**src/pkg/dpc_pkg.sv**
```systemverilog
/*
 * dpc_pkg: constants and types shared by the dual position capture unit.
 * assumes: parameter addresses are 16-bit word addresses, each parameter
 * carried as one 32-bit word on the parameter access port.
 */
package dpc_pkg;

    localparam int unsigned DPC_MAX_CH = 2;

    typedef enum logic [1:0]
    {
        DPC_MODE_STOP = 2'b00,
        DPC_MODE_ONCE = 2'b01,
        DPC_MODE_CONT = 2'b10
    } dpc_mode_t;

    localparam logic [31:0] DPC_ACT_MAX  = 32'h0000_0002;
    localparam logic [31:0] DPC_EDGE_MAX = 32'h0000_0001;

    localparam logic       DPC_EDGE_FALL = 1'b0;
    localparam logic       DPC_EDGE_RISE = 1'b1;

    localparam logic [15:0] DPC_OFS_STATUS = 16'h0A02;
    localparam logic [15:0] DPC_OFS_EDGE [DPC_MAX_CH] = '{16'h0A04, 16'h0A06};
    localparam logic [15:0] DPC_OFS_ACT  [DPC_MAX_CH] = '{16'h0A08, 16'h0A0A};
    localparam logic [15:0] DPC_OFS_POS  [DPC_MAX_CH] = '{16'h0A0C, 16'h0A0E};
    localparam logic [15:0] DPC_OFS_CNT  [DPC_MAX_CH] = '{16'h0A10, 16'h0A12};

    localparam logic        DPC_EDGE_RST = 1'b0;
    localparam dpc_mode_t   DPC_MODE_RST = DPC_MODE_STOP;
    localparam logic [15:0] DPC_CNT_RST  = 16'h0000;
    localparam logic [31:0] DPC_POS_RST  = 32'h0000_0000;
    localparam logic [31:0] DPC_RD_NONE  = 32'h0000_0000;

endpackage : dpc_pkg

```
**src/pkg/dpc_chan_if.sv**
```systemverilog
/*
 * dpc_chan_if: bundle between the top and one capture channel.
 * assumes: all members except cap_pin are on mclk_i; cap_pin is raw.
 */
`timescale 1ns/1ps
interface dpc_chan_if;
    import dpc_pkg::*;

    logic               cap_pin;
    logic               act_wr;
    dpc_mode_t          act_val;
    logic               edge_wr;
    logic               edge_val;
    logic               ref_shift;
    logic signed [31:0] ref_delta;
    logic signed [31:0] position;
    dpc_mode_t          mode;
    logic               edge_sel;
    logic signed [31:0] latched;
    logic        [15:0] count;
    logic               captured;
    logic               cap_evt;

    modport chan
    (
        input  cap_pin, act_wr, act_val, edge_wr, edge_val,
        input  ref_shift, ref_delta, position,
        output mode, edge_sel, latched, count, captured, cap_evt
    );

    modport ctrl
    (
        output cap_pin, act_wr, act_val, edge_wr, edge_val,
        output ref_shift, ref_delta, position,
        input  mode, edge_sel, latched, count, captured, cap_evt
    );
endinterface : dpc_chan_if

```
**src/design/dpc_capture_chan.sv**
```systemverilog
/*
 * dpc_capture_chan: one capture channel (sync, edge detect, latch, count).
 * assumes: writes arrive already range-checked; position is on mclk_i.
 */
`timescale 1ns/1ps
module dpc_capture_chan
(
    input  wire logic mclk_i,
    input  wire logic reset_i,
    dpc_chan_if.chan  ch
);
    import dpc_pkg::*;

    logic               sync1_ff;
    logic               sync2_ff;
    logic               prev_ff;
    dpc_mode_t          mode_ff;
    dpc_mode_t          nxt_mode;
    logic               edge_ff;
    logic signed [31:0] pos_ff;
    logic signed [31:0] nxt_pos;
    logic        [15:0] cnt_ff;
    logic        [15:0] nxt_cnt;
    logic               capd_ff;

    always_ff @(posedge mclk_i or posedge reset_i)
    begin
        if (reset_i)
        begin
            sync1_ff <= 1'b0;
            sync2_ff <= 1'b0;
            prev_ff  <= 1'b0;
        end
        else
        begin
            sync1_ff <= ch.cap_pin;
            sync2_ff <= sync1_ff;
            prev_ff  <= sync2_ff;
        end
    end

    wire rise_w  = sync2_ff & ~prev_ff;
    wire fall_w  = ~sync2_ff & prev_ff;
    wire qual_w  = (edge_ff == DPC_EDGE_RISE) ? rise_w : fall_w;
    wire armed_w = (mode_ff != DPC_MODE_STOP);
    wire evt_w   = armed_w & qual_w;
    wire start_w = ch.act_wr & (ch.act_val != DPC_MODE_STOP);

    always_comb
    begin
        nxt_mode = mode_ff;
        if (ch.act_wr)
            nxt_mode = ch.act_val;
        else if (evt_w)
        begin
            unique case (mode_ff)
                DPC_MODE_ONCE: nxt_mode = DPC_MODE_STOP;
                DPC_MODE_CONT: nxt_mode = DPC_MODE_CONT;
                DPC_MODE_STOP: nxt_mode = DPC_MODE_STOP;
                default:       nxt_mode = DPC_MODE_STOP;
            endcase
        end
    end

    assign nxt_pos = evt_w        ? ch.position :
                     ch.ref_shift ? 32'(pos_ff + ch.ref_delta) : pos_ff;

    // count events; start clears, a same-cycle event still counts
    assign nxt_cnt = start_w ? {15'h0000, evt_w} :
                     evt_w   ? 16'(cnt_ff + 16'h0001) : cnt_ff;

    always_ff @(posedge mclk_i or posedge reset_i)
    begin
        if (reset_i)
        begin
            mode_ff <= DPC_MODE_RST;
            edge_ff <= DPC_EDGE_RST;
            pos_ff  <= DPC_POS_RST;
            cnt_ff  <= DPC_CNT_RST;
            capd_ff <= 1'b0;
        end
        else
        begin
            mode_ff <= nxt_mode;
            if (ch.edge_wr)
                edge_ff <= ch.edge_val;
            pos_ff  <= nxt_pos;
            cnt_ff  <= nxt_cnt;
            capd_ff <= evt_w | (capd_ff & ~start_w);
        end
    end

    assign ch.mode     = mode_ff;
    assign ch.edge_sel = edge_ff;
    assign ch.latched  = pos_ff;
    assign ch.count    = cnt_ff;
    assign ch.captured = capd_ff;
    assign ch.cap_evt  = evt_w;

endmodule : dpc_capture_chan

```
**src/design/dpc_capture_top.sv**
```systemverilog
/*
 * dpc_capture_top: dual position capture unit behind a parameter port.
 * assumes: a fieldbus agent issues one parameter access per cycle at most,
 * position_i and the reference shift come from logic on mclk_i, and the
 * capture pins are asynchronous.
 */
`timescale 1ns/1ps
module dpc_capture_top
#(
    parameter int unsigned NUM_CH = 2
)
(
    input  wire logic        mclk_i,
    input  wire logic        reset_i,
    input  wire logic        first_capture_input_i,
    input  wire logic        second_capture_input_i,
    input  wire logic [31:0] position_i,
    input  wire logic        ref_shift_i,
    input  wire logic [31:0] ref_delta_i,
    input  wire logic [15:0] param_addr_i,
    input  wire logic        param_wr_i,
    input  wire logic        param_rd_i,
    input  wire logic [31:0] param_wdata_i,
    output logic      [31:0] param_rdata_o,
    output logic             param_ack_o,
    output logic             param_err_o,
    output logic      [15:0] captured_status_word_o,
    output logic       [1:0] capture_event_o
);
    import dpc_pkg::*;

    if (NUM_CH < 1 || NUM_CH > dpc_pkg::DPC_MAX_CH)
    begin : g_bad_ch
        $error("dpc_capture_top: NUM_CH must be 1 or 2");
    end

    localparam int unsigned CH = dpc_pkg::DPC_MAX_CH;

    wire [CH-1:0] pins_w = {second_capture_input_i, first_capture_input_i};

    logic [CH-1:0] act_hit;
    logic [CH-1:0] edge_hit;
    logic [CH-1:0] pos_hit;
    logic [CH-1:0] cnt_hit;
    logic [CH-1:0] capd;
    logic [CH-1:0] evt;
    logic [31:0]   rd_word [CH];

    logic          ack_ff;
    logic          err_ff;
    logic [31:0]   rdata_ff;

    wire act_ok_w  = (param_wdata_i <= DPC_ACT_MAX);
    wire edge_ok_w = (param_wdata_i <= DPC_EDGE_MAX);

    dpc_chan_if ch_if [CH] ();

    for (genvar g = 0; g < CH; g++)
    begin : g_ch
        if (g < NUM_CH)
        begin : g_on
            assign act_hit[g]  = (param_addr_i == DPC_OFS_ACT[g]);
            assign edge_hit[g] = (param_addr_i == DPC_OFS_EDGE[g]);
            assign pos_hit[g]  = (param_addr_i == DPC_OFS_POS[g]);
            assign cnt_hit[g]  = (param_addr_i == DPC_OFS_CNT[g]);
        end
        else
        begin : g_off
            assign act_hit[g]  = 1'b0;
            assign edge_hit[g] = 1'b0;
            assign pos_hit[g]  = 1'b0;
            assign cnt_hit[g]  = 1'b0;
        end

        assign ch_if[g].cap_pin   = pins_w[g];
        // only legal commands reach the channel
        assign ch_if[g].act_wr    = param_wr_i & act_hit[g] & act_ok_w;
        assign ch_if[g].act_val   = dpc_mode_t'(param_wdata_i[1:0]);
        assign ch_if[g].edge_wr   = param_wr_i & edge_hit[g] & edge_ok_w;
        assign ch_if[g].edge_val  = param_wdata_i[0];
        assign ch_if[g].ref_shift = ref_shift_i;
        assign ch_if[g].ref_delta = ref_delta_i;
        assign ch_if[g].position  = position_i;

        assign capd[g] = ch_if[g].captured & (g < NUM_CH);
        assign evt[g]  = ch_if[g].cap_evt & (g < NUM_CH);

        assign rd_word[g] = ({32{act_hit[g]}}  & {30'h0, ch_if[g].mode})
                          | ({32{edge_hit[g]}} & {31'h0, ch_if[g].edge_sel})
                          | ({32{pos_hit[g]}}  & ch_if[g].latched)
                          | ({32{cnt_hit[g]}}  & {16'h0000, ch_if[g].count});

        dpc_capture_chan u_chan
        (
            .mclk_i  (mclk_i),
            .reset_i (reset_i),
            .ch      (ch_if[g])
        );
    end

    wire status_hit_w = (param_addr_i == DPC_OFS_STATUS);
    wire ro_hit_w     = status_hit_w | (|pos_hit) | (|cnt_hit);
    wire rw_hit_w     = (|act_hit) | (|edge_hit);
    wire map_hit_w    = ro_hit_w | rw_hit_w;

    // refused writes: read-only, unmapped, or value out of range
    wire wr_bad_w = ~map_hit_w
                  | ro_hit_w
                  | ((|act_hit) & ~act_ok_w)
                  | ((|edge_hit) & ~edge_ok_w);

    wire [15:0] status_w = {14'h0000, capd};

    wire [31:0] rd_mux_w = rd_word[0]
                         | rd_word[1]
                         | ({32{status_hit_w}} & {16'h0000, status_w});

    wire req_w   = param_wr_i | param_rd_i;
    wire nxt_err = param_wr_i ? wr_bad_w : (param_rd_i & ~map_hit_w);

    // response one cycle after request; writes leave rdata holding the last read word
    always_ff @(posedge mclk_i or posedge reset_i)
    begin
        if (reset_i)
        begin
            ack_ff   <= 1'b0;
            err_ff   <= 1'b0;
            rdata_ff <= DPC_RD_NONE;
        end
        else
        begin
            ack_ff   <= req_w;
            err_ff   <= req_w & nxt_err;
            if (param_rd_i & ~param_wr_i)
                rdata_ff <= rd_mux_w;
        end
    end

    assign param_ack_o            = ack_ff;
    assign param_err_o            = err_ff;
    assign param_rdata_o          = rdata_ff;
    assign captured_status_word_o = status_w;
    assign capture_event_o        = evt;

endmodule : dpc_capture_top

```
**config.mk**
```make
export PLATFORM = sky130hd
export DESIGN_NAME = dpc_capture_top
export DESIGN_NICKNAME = d
export VERILOG_FILES = /design/src/pkg/dpc_pkg.sv /design/src/pkg/dpc_chan_if.sv /design/src/design/dpc_capture_chan.sv /design/src/design/dpc_capture_top.sv
export SDC_FILE = /design/constraint.sdc
export NUM_CORES = 1
export LEC_CHECK = 0
export ABC_AREA = 1
export BUFFER_PORTS_ARGS = -buffer_cell sky130_fd_sc_hd__buf_2
export CAP_MARGIN = 15
export CORE_UTILIZATION = 45
export CTS_CLUSTER_SIZE = 24
export DETAILED_ROUTE_END_ITERATION = 10
export PLACE_DENSITY = 0.7
export SYNTH_ARGS = -nofsm -noshare
export SYNTH_HDL_FRONTEND = slang
export SYNTH_SLANG_ARGS = --single-unit
```
**constraint.sdc**
```tcl
create_clock -name mclk_i -period 6.05 [get_ports mclk_i]
set_input_delay 1.21 -clock mclk_i [delete_from_list [all_inputs] [get_ports mclk_i]]
set_output_delay 1.21 -clock mclk_i [all_outputs]
set_load 0.01 [all_outputs]
```
==> summary.txt, run 1 <==
Outcome
  • Status: finished, final reports clean

CTS
  • Bufs on Longest Clock Path: 2
  • Htree depth: 4
  • CTS tree: done
  • Clock sinks: 144
  • Hold_buf cts: 0
  • Root Buffer: clkbuf_16
  • Post-CTS resize count: 0
  • Num CTS Buffers: 17
  • Worst-skew pair later-pin latency: 0.45 ns
  • Setup Fix Bufs, Post-CTS: 0
  • Reg clk slew, reported paths: ~0.07 ns

Worst setup path
  • CP Capture Type: primary output
  • Critical Path AT: about 2.3 ns
  • Worst reg2reg setup slack: between 3 and 4 ns
  • Critical Path RT: between 4 and 5 ns
  • Crit Path Class: register to primary output
  • CP Launch Type: register
  • Slowest cell on the critical path: inv_1
  • WP buf/inv: 4
  • Critical-path cell list: inv_1 > nand2_1 > o211ai_1 > buf_4 > inv_1 > buf_2
  • Reg-to-Reg End: g_ch[1].u_chan.ch.latched[26]$_DFFE_PP0P_
  • Worst r2r src: g_ch[1].u_chan.prev_ff$_DFF_PP0_
  • Crit path max fanout: 38
  • CP dominant cell by count: inv_1
  • FF-to-FF path depth: 7
  • Max stage delay on crit path: about 0.50 ns
  • Delay-heaviest family, CP: buffers and inverters

Floorplan
  • FP Rows: 60
  • Die Wd: ~170 microns
  • Io pins: 171
  • Die Ht: approximately 170 microns
  • Initial core utilization: 46.2%
  • Die area: ~29,000 sq um
  • Core box area: roughly 27,000 sq um

Synth
  • Top_reg_cell synth: dfrtp_1
  • Area contributors post-synth: dfrtp_1, nand2_1, inv_1
  • Number of flops mapped to enable cells by yosys: 0
  • Post-synthesis sequential area ratio: 28.7%
  • Post-Synthesis Cells: approximately 2,000
  • Synthesized flop and latch total: between 100 and 150
  • Area share of the largest cell type after synthesis: 28.7%
  • Synth Cell Area: between 10,000 and 15,000 sq um
  • Top cells by count, synth: nand2_1, inv_1, nand3_1, nor2_1, dfrtp_1
  • Largest area contributor in the netlist: dfrtp_1
  • YS warnings: 0
  • Asr flop ratio synth: 100%
  • Synthesized area per cell: slightly above 6 sq um
  • Most frequent cell after synthesis: nand2_1
  • Distinct cells, synth: 37

Route
  • DRC: 0
  • Vias per cell: 5.27
  • Detail Route Antenna Nets: 0
  • Final wirelength: 43,900 microns
  • Starting DRC count in detailed routing: 1,167
  • Via Count: approximately 13,000
  • Drt wl/cell: approximately 17 microns
  • 1st-pass router iterations: 5

Power and ir drop
  • Worst vdd ir: roughly 260 uV
  • Tot Pwr: approximately 5.4 mW
  • Pleak: between 8 and 9 nW
  • Power per Cell Area: approximately 380 nW/um^2

Finish
  • Post-route cell area: around 14,000 sq um
  • Nets: roughly 2,400
  • Share of cells above drive strength 1: approximately a tenth
  • Core Util, Final: roughly 52%
  • FF+latch area: approximately 3600 sq um
  • ANT cells: 0
  • # fillers: between 2,000 and 3,000
  • Syn-to-layout area delta: 12.5%
  • Area of the multi-input gates: roughly 7200 sq um

STA
  • Slew headroom: 24.7%
  • Final Cycle Share: about three fifths
  • Minimum clock period after layout: roughly 3.5 ns
  • Final hold violation count: 0
  • Unrepaired setup endpoints after global routing: no
  • Clock Skew: between 0.01 and 0.015 ns
  • Final setup violation count: 0
  • Setup_tns: 0 ns
  • Slew Viols, Final: 0
  • Min Hold Slack: about 0.35 ns
  • Least-Margin Pin Slew: ~1.1 ns
  • Achievable Freq: between 0.2 and 0.3 GHz

GRT
  • Vias in the first global route: 12,790
  • Initial antenna violation count: 0
  • Global-route wire length before repair: 67,500 microns
  • Gr usage total: about 31%
  • Total grt overflow: 0
  • Largest net degree at the start of global routing: approximately 100

Place
  • Gp weighted congestion: between 0.9 and 1
  • Port bufs: ~160
  • DP HPWL: around 35,000 microns
  • Cell Area, Placed: 13,600 sq um

Hold path
  • Hold path cells: 0
  • Worst Hold Launch: g_ch[1].u_chan.sync1_ff$_DFF_PP0_
  • Worst hold endpoint: g_ch[1].u_chan.sync2_ff$_DFF_PP0_
  • Hold Crit Class: register to register

Run
  • Max_cap viols: 0
-- power breakdown --
group / switching (mW) / internal (mW)
registers: 0.190 / 1.18
clock network: 0.460 / 0.565
logic: 1.99 / 1.03
total: 2.64 / 2.78
-- area by class of cell --
class / instances / share of cell area, %
multi-input combinational: 1458 / 51.0
sequential: 144 / 25.5
inverter: 393 / 10.5
timing repair buffer: 160 / 5.74
clock buffer: 20 / 3.30
tap: 372 / 3.29
clock inverter: 12 / 0.691
-- cell usage in the layout (no fill, tap or decap), types with 3 or more instances in the layout --
cell type,count
o211ai_1,4
inv_1,386
clkbuf_8,3
conb_1,14
xor2_1,21
nand3_1,181
o21ai_1,14
nand2_1,717
clkinv_4,3
nand4_1,30
clkinv_2,3
dfrtp_1,144
a21o_1,5
xnor2_1,26
nor3_1,20
clkbuf_16,17
inv_2,3
nor2_1,160
o21bai_1,20
nor2_2,11
nand3b_1,12
o21ai_0,25
buf_4,4
ha_1,64
o221ai_1,9
o22ai_1,64
nand2_2,5
a31oi_1,3
a21oi_1,42
buf_2,156
inv_6,5
nor2_4,5
-- worst max-delay path by stage --
stage / from / end / slack [ns] / cells after the start
after detailed placement: param_addr_i[13] / param_rdata_o[1]$_DFFE_PP0P_ / 2.52 / 10
after global placement: param_addr_i[15] / param_rdata_o[1]$_DFFE_PP0P_ / 2.60 / 10
after CTS: g_ch[1].u_chan.prev_ff$_DFF_PP0_ / capture_event_o[1] / 2.52 / 5
after floorplan: reset_i / g_ch[0].u_chan.ch.captured$_DFF_PP0_ / 0.97 / 1
after global routing: g_ch[1].u_chan.sync2_ff$_DFF_PP0_ / capture_event_o[1] / 2.32 / 6
final: g_ch[1].u_chan.ch.edge_sel$_DFFE_PP0P_ / capture_event_o[1] / 2.52 / 6
-- logic make-up (layout without fill, tap and decap cells) --
logic type                 count (synthesis)  in the layout  synth area share (%)
adders and majority gates                 66             66                  6.70
and+or+nand+nor                         1144           1144                  37.9
xor gates and xnor gates                  47             47                  3.28
other                                      1             14                0.0299
DFF                                      144            144                  28.7
buffers and inverters                    451            585                  14.4
AOI/OAI and AO/OA                        187            187                  9.00
-- stage by stage --
stage,setup slack [ns],cells
finish,2.52,2559
global route,2.32,2559
global placement,2.60,2527
CTS,2.52,2559
detailed placement,2.52,2527
floorplan,0.974,2053
-- sequential cells by signal (all words and copies together) (netlist names) --
signal,count
g_ch.u_chan.ch.captured,2
g_ch.u_chan.ch.count,32
g_ch.u_chan.ch.edge_sel,2
g_ch.u_chan.ch.latched,64
g_ch.u_chan.ch.mode,4
g_ch.u_chan.prev_ff,2
g_ch.u_chan.sync1_ff,2
g_ch.u_chan.sync2_ff,2
param_ack_o,1
param_err_o,1
param_rdata_o,32
-- worst register-to-register path: cells and delay by family (launching register included) --
| kind | cells | cell delay (ns) |
|---|---|---|
| simple gates | 3 | 0.98 |
| buf+inv | 2 | 0.97 |
| flops | 1 | 0.38 |
| compound gates | 2 | 0.27 |
-- layer usage --
metal / GRT usage [%] / wire [microns]
met5: 0 / 0
met4: 19.3 / 2820
met3: 4.23 / 3060
met2: 53.6 / 20900
met1: 36.9 / 17200
(Power assumes the default switching activity.)
==> run 2, diff against run 1 <==
==> constraint.sdc (replaced) <==
create_clock -name mclk_i -period 3.7 [get_ports mclk_i]
set_input_delay 0.74 -clock mclk_i [delete_from_list [all_inputs] [get_ports mclk_i]]
set_output_delay 0.74 -clock mclk_i [all_outputs]
set_load 0.01 [all_outputs]
==> run 2 against run 1 <==
  * Hold slack improved by 0.0034 ns
  * Clock skew hardly changed
  * Clock power increased by 79%
  * Sequential power rose by 65%
  * Via count rose by 0.17%
  * Clock-buffer cell count is 2 lower
  * Register-to-register slack lost 1.9 ns
  * Critical path depth is 3 lower
  * Utilization grew 0.43 points
  * Sequential share of layout area down 0.21 points
  * Critical path type unchanged
  * Highest routed layer unchanged
==> summary.txt, run 2 (synthesized netlist as in run 1, its figures left out) <==
Power and ir drop
  • Pleak: 8.31 nW (was 8.25 nW)
  • Worst vdd ir: 348 uV (was 257 uV)
  • Tot Pwr: 9.04 mW (was 5.42 mW)
  • Power per Cell Area: 634 nW/um^2 (was 383 nW/um^2)

Route
  • Via Count: 13,501 (was 13,478)
  • 1st-pass router iterations: 7 (was 5)
  • Vias per cell: 5.26 (was 5.27)
  • Starting DRC count in detailed routing: 1,174 (was 1,167)
  • Detail Route Antenna Nets: 0 (unchanged)
  • Drt wl/cell: 17.4 microns (was 17.2 microns)
  • Final wirelength: 44,800 microns (was 43,900 microns)
  • DRC: 0 (unchanged)

Run
  • Max_cap viols: 0 (unchanged)

Finish
  • ANT cells: 0 (unchanged)
  • Syn-to-layout area delta: 13.5% (was 12.5%)
  • Max reg flops: 64 (unchanged)
  • # fillers: 2,879 (was 2,859)
  • Core Util, Final: 52.4% (was 52.0%)
  • Share of cells above drive strength 1: 10.4% (was 10.1%)
  • Leading cell type in the layout, fill and taps excluded: nand2_1 (unchanged)
  • Most frequent cells in the layout: nand2_1, inv_1, nand3_1 (unchanged)
  • Nets: 2,367 (was 2,359)

Worst setup path
  • Critical Path AT: 2.10 ns (was 2.32 ns)
  • Crit path max fanout: 25 (was 38)
  • Worst reg2reg setup slack: 1.39 ns (was 3.31 ns)
  • Slowest cell on the critical path: o211ai_1 (was inv_1)
  • WP buf/inv: 2 (was 4)
  • FF-to-FF path depth: 13 (was 7)
  • Crit Path Class: register to primary output (unchanged)
  • Critical-path cell list: o211ai_1 > inv_2 > buf_2 (was inv_1 > nand2_1 > o211ai_1 > buf_4 > inv_1 > buf_2)
  • Worst r2r src: g_ch[0].u_chan.ch.latched[0]$_DFFE_PP0P_ (was g_ch[1].u_chan.prev_ff$_DFF_PP0_)
  • Critical Path RT: 2.96 ns (was 4.84 ns)
  • Reg-to-Reg End: g_ch[0].u_chan.ch.latched[28]$_DFFE_PP0P_ (was g_ch[1].u_chan.ch.latched[26]$_DFFE_PP0P_)
  • Delay-heaviest family, CP: buffers and inverters (unchanged)
  • CP Launch Type: register (unchanged)
  • Max stage delay on crit path: 0.54 ns (was 0.50 ns)
  • CP Capture Type: primary output (unchanged)

CTS
  • Post-CTS resize count: 0 (unchanged)
  • Htree depth: 4 (unchanged)
  • CTS tree: done (unchanged)
  • Bufs on Longest Clock Path: 2 (unchanged)
  • Clock sinks: 144 (unchanged)
  • Num CTS Buffers: 17 (unchanged)
  • Hold_buf cts: 0 (unchanged)
  • Worst-skew pair later-pin latency: 0.44 ns (was 0.45 ns)
  • Reg clk slew, reported paths: 0.08 ns (was 0.07 ns)
  • Setup Fix Bufs, Post-CTS: 0 (unchanged)
  • Root Buffer: clkbuf_16 (unchanged)

Place
  • Port bufs: 156 (unchanged)
  • DP HPWL: 35,500 microns (was 35,300 microns)
  • Gp weighted congestion: 0.985 (was 0.993)
  • Pre-CTS WS: 0.970 ns (was 2.52 ns)

Floorplan
  • FP Rows: 60 (unchanged)
  • Initial core utilization: 46.2% (unchanged)
  • Core box area: 27,200 sq um (unchanged)
  • Io pins: 171 (unchanged)
  • Die Ht: 169 microns (unchanged)
  • Die area: 28,600 sq um (unchanged)
  • Die Wd: 169 microns (unchanged)

GRT
  • Gr usage total: 32.1% (was 31.2%)
  • Gr busiest metal: met2 (unchanged)
  • Total grt overflow: 0 (unchanged)
  • Global-route wire length before repair: 69,500 microns (was 67,500 microns)
  • Initial antenna violation count: 0 (unchanged)
  • Vias in the first global route: 12,836 (was 12,790)
  • Routing usage on met3: 4.21% (was 4.23%)
  • Met1 Usage GRT: 38.6% (was 36.9%)
  • Largest net degree at the start of global routing: 60 (was 101)
  • Met2 GRT Util: 54.6% (was 53.6%)

STA
  • Slew headroom: 28.6% (was 24.7%)
  • Unrepaired setup endpoints after global routing: no (unchanged)
  • Final Cycle Share: 76.7%
  • Clock Skew: 0.0120 ns (was 0.0115 ns)
  • Final setup violation count: 0 (unchanged)
  • Achievable Freq: roughly 0.35 GHz
  • Slew Viols, Final: 0 (unchanged)
  • Setup_tns: 0 ns (unchanged)
  • Final setup margin: 0.861 ns (was 2.52 ns)
  • Minimum clock period after layout: between 2 and 3 ns
  • Least-Margin Pin Slew: 1.07 ns (was 1.13 ns)
  • Min Hold Slack: 0.353 ns (was 0.349 ns)
  • Final hold violation count: 0 (unchanged)

Hold path
  • Worst Hold Launch: g_ch[0].u_chan.sync1_ff$_DFF_PP0_ (was g_ch[1].u_chan.sync1_ff$_DFF_PP0_)
  • Hold path cells: 0 (unchanged)
  • Worst hold endpoint: g_ch[0].u_chan.sync2_ff$_DFF_PP0_ (was g_ch[1].u_chan.sync2_ff$_DFF_PP0_)
  • Hold Crit Class: register to register (unchanged)

Outcome
  • Status: finished, final reports clean (unchanged)
==> run 2: cell count changes in the layout (fill, tap and decap cells not counted), sizes merged <==
cell	before	now
buf	160	168
bufinv	0	1
inv	395	400
clkinvlp	2	1
clkbuf	20	18
clkinv	8	5
==> run 2: through the flow <==
stage / area (sq um) / cells
2_1_floorplan: 12600 / 2053
3_3_place_gp: 13600 / 2535
3_5_place_dp: 13600 / 2535
4_1_cts: 14200 / 2567
5_1_grt: 14200 / 2567
6_report: 14200 / 2567
==> run 2: final cells by class <==
cell class	instances	area, sq um	area share [%]
Clock buffer	18	439	3.08
Clock inverter	14	159	1.12
Inverter	393	1480	10.4
Multi-Input combinational cell	1458	7200	50.6
Sequential cell	144	3600	25.3
Tap cell	372	465	3.27
Timing Repair Buffer	168	896	6.29
==> run 2: how the worst max path moves through the flow <==
stage / start / to / slack [ns] / depth (start not counted)
after detailed placement: ref_delta_i[0] / g_ch[0].u_chan.ch.latched[28]$_DFFE_PP0P_ / 0.97 / 14
after CTS: g_ch[0].u_chan.ch.mode[0]$_DFFE_PP0P_ / capture_event_o[0] / 0.85 / 3
after floorplan: reset_i / g_ch[0].u_chan.ch.captured$_DFF_PP0_ / 1.15 / 1
after global routing: g_ch[0].u_chan.ch.mode[0]$_DFFE_PP0P_ / capture_event_o[0] / 0.78 / 3
final: g_ch[0].u_chan.ch.mode[0]$_DFFE_PP0P_ / capture_event_o[0] / 0.86 / 3
after global placement: param_addr_i[14] / param_rdata_o[6]$_DFFE_PP0P_ / 1.01 / 8
==> run 2: metal layers <==
metal | up-vias | routed length, microns | part of all wire [%]
met5 | - | 0 | 0
met4 | 0 | 3020 | 6.8
met3 | 136 | 2830 | 6.3
met2 | 605 | 20900 | 47
met1 | 6122 | 18000 | 40
li1 | 6638 | - | -
==> run 2: where the power goes <==
| part | total [mW] | switching [mW] | internal, mW |
|---|---|---|---|
| Clock | 1.83 | 0.847 | 0.984 |
| Sequential | 2.26 | 0.321 | 1.93 |
| Combinational | 4.95 | 3.26 | 1.69 |
==> run 2: worst register-to-register path: cells and delay by family, from the launching register on <==
family / cells / cell delay (ns)
buffers and inverters: 2 / 0.21
AND/OR/NAND/NOR: 9 / 0.90
flip-flops: 1 / 0.41
adder cells (fa/ha/maj): 2 / 0.68
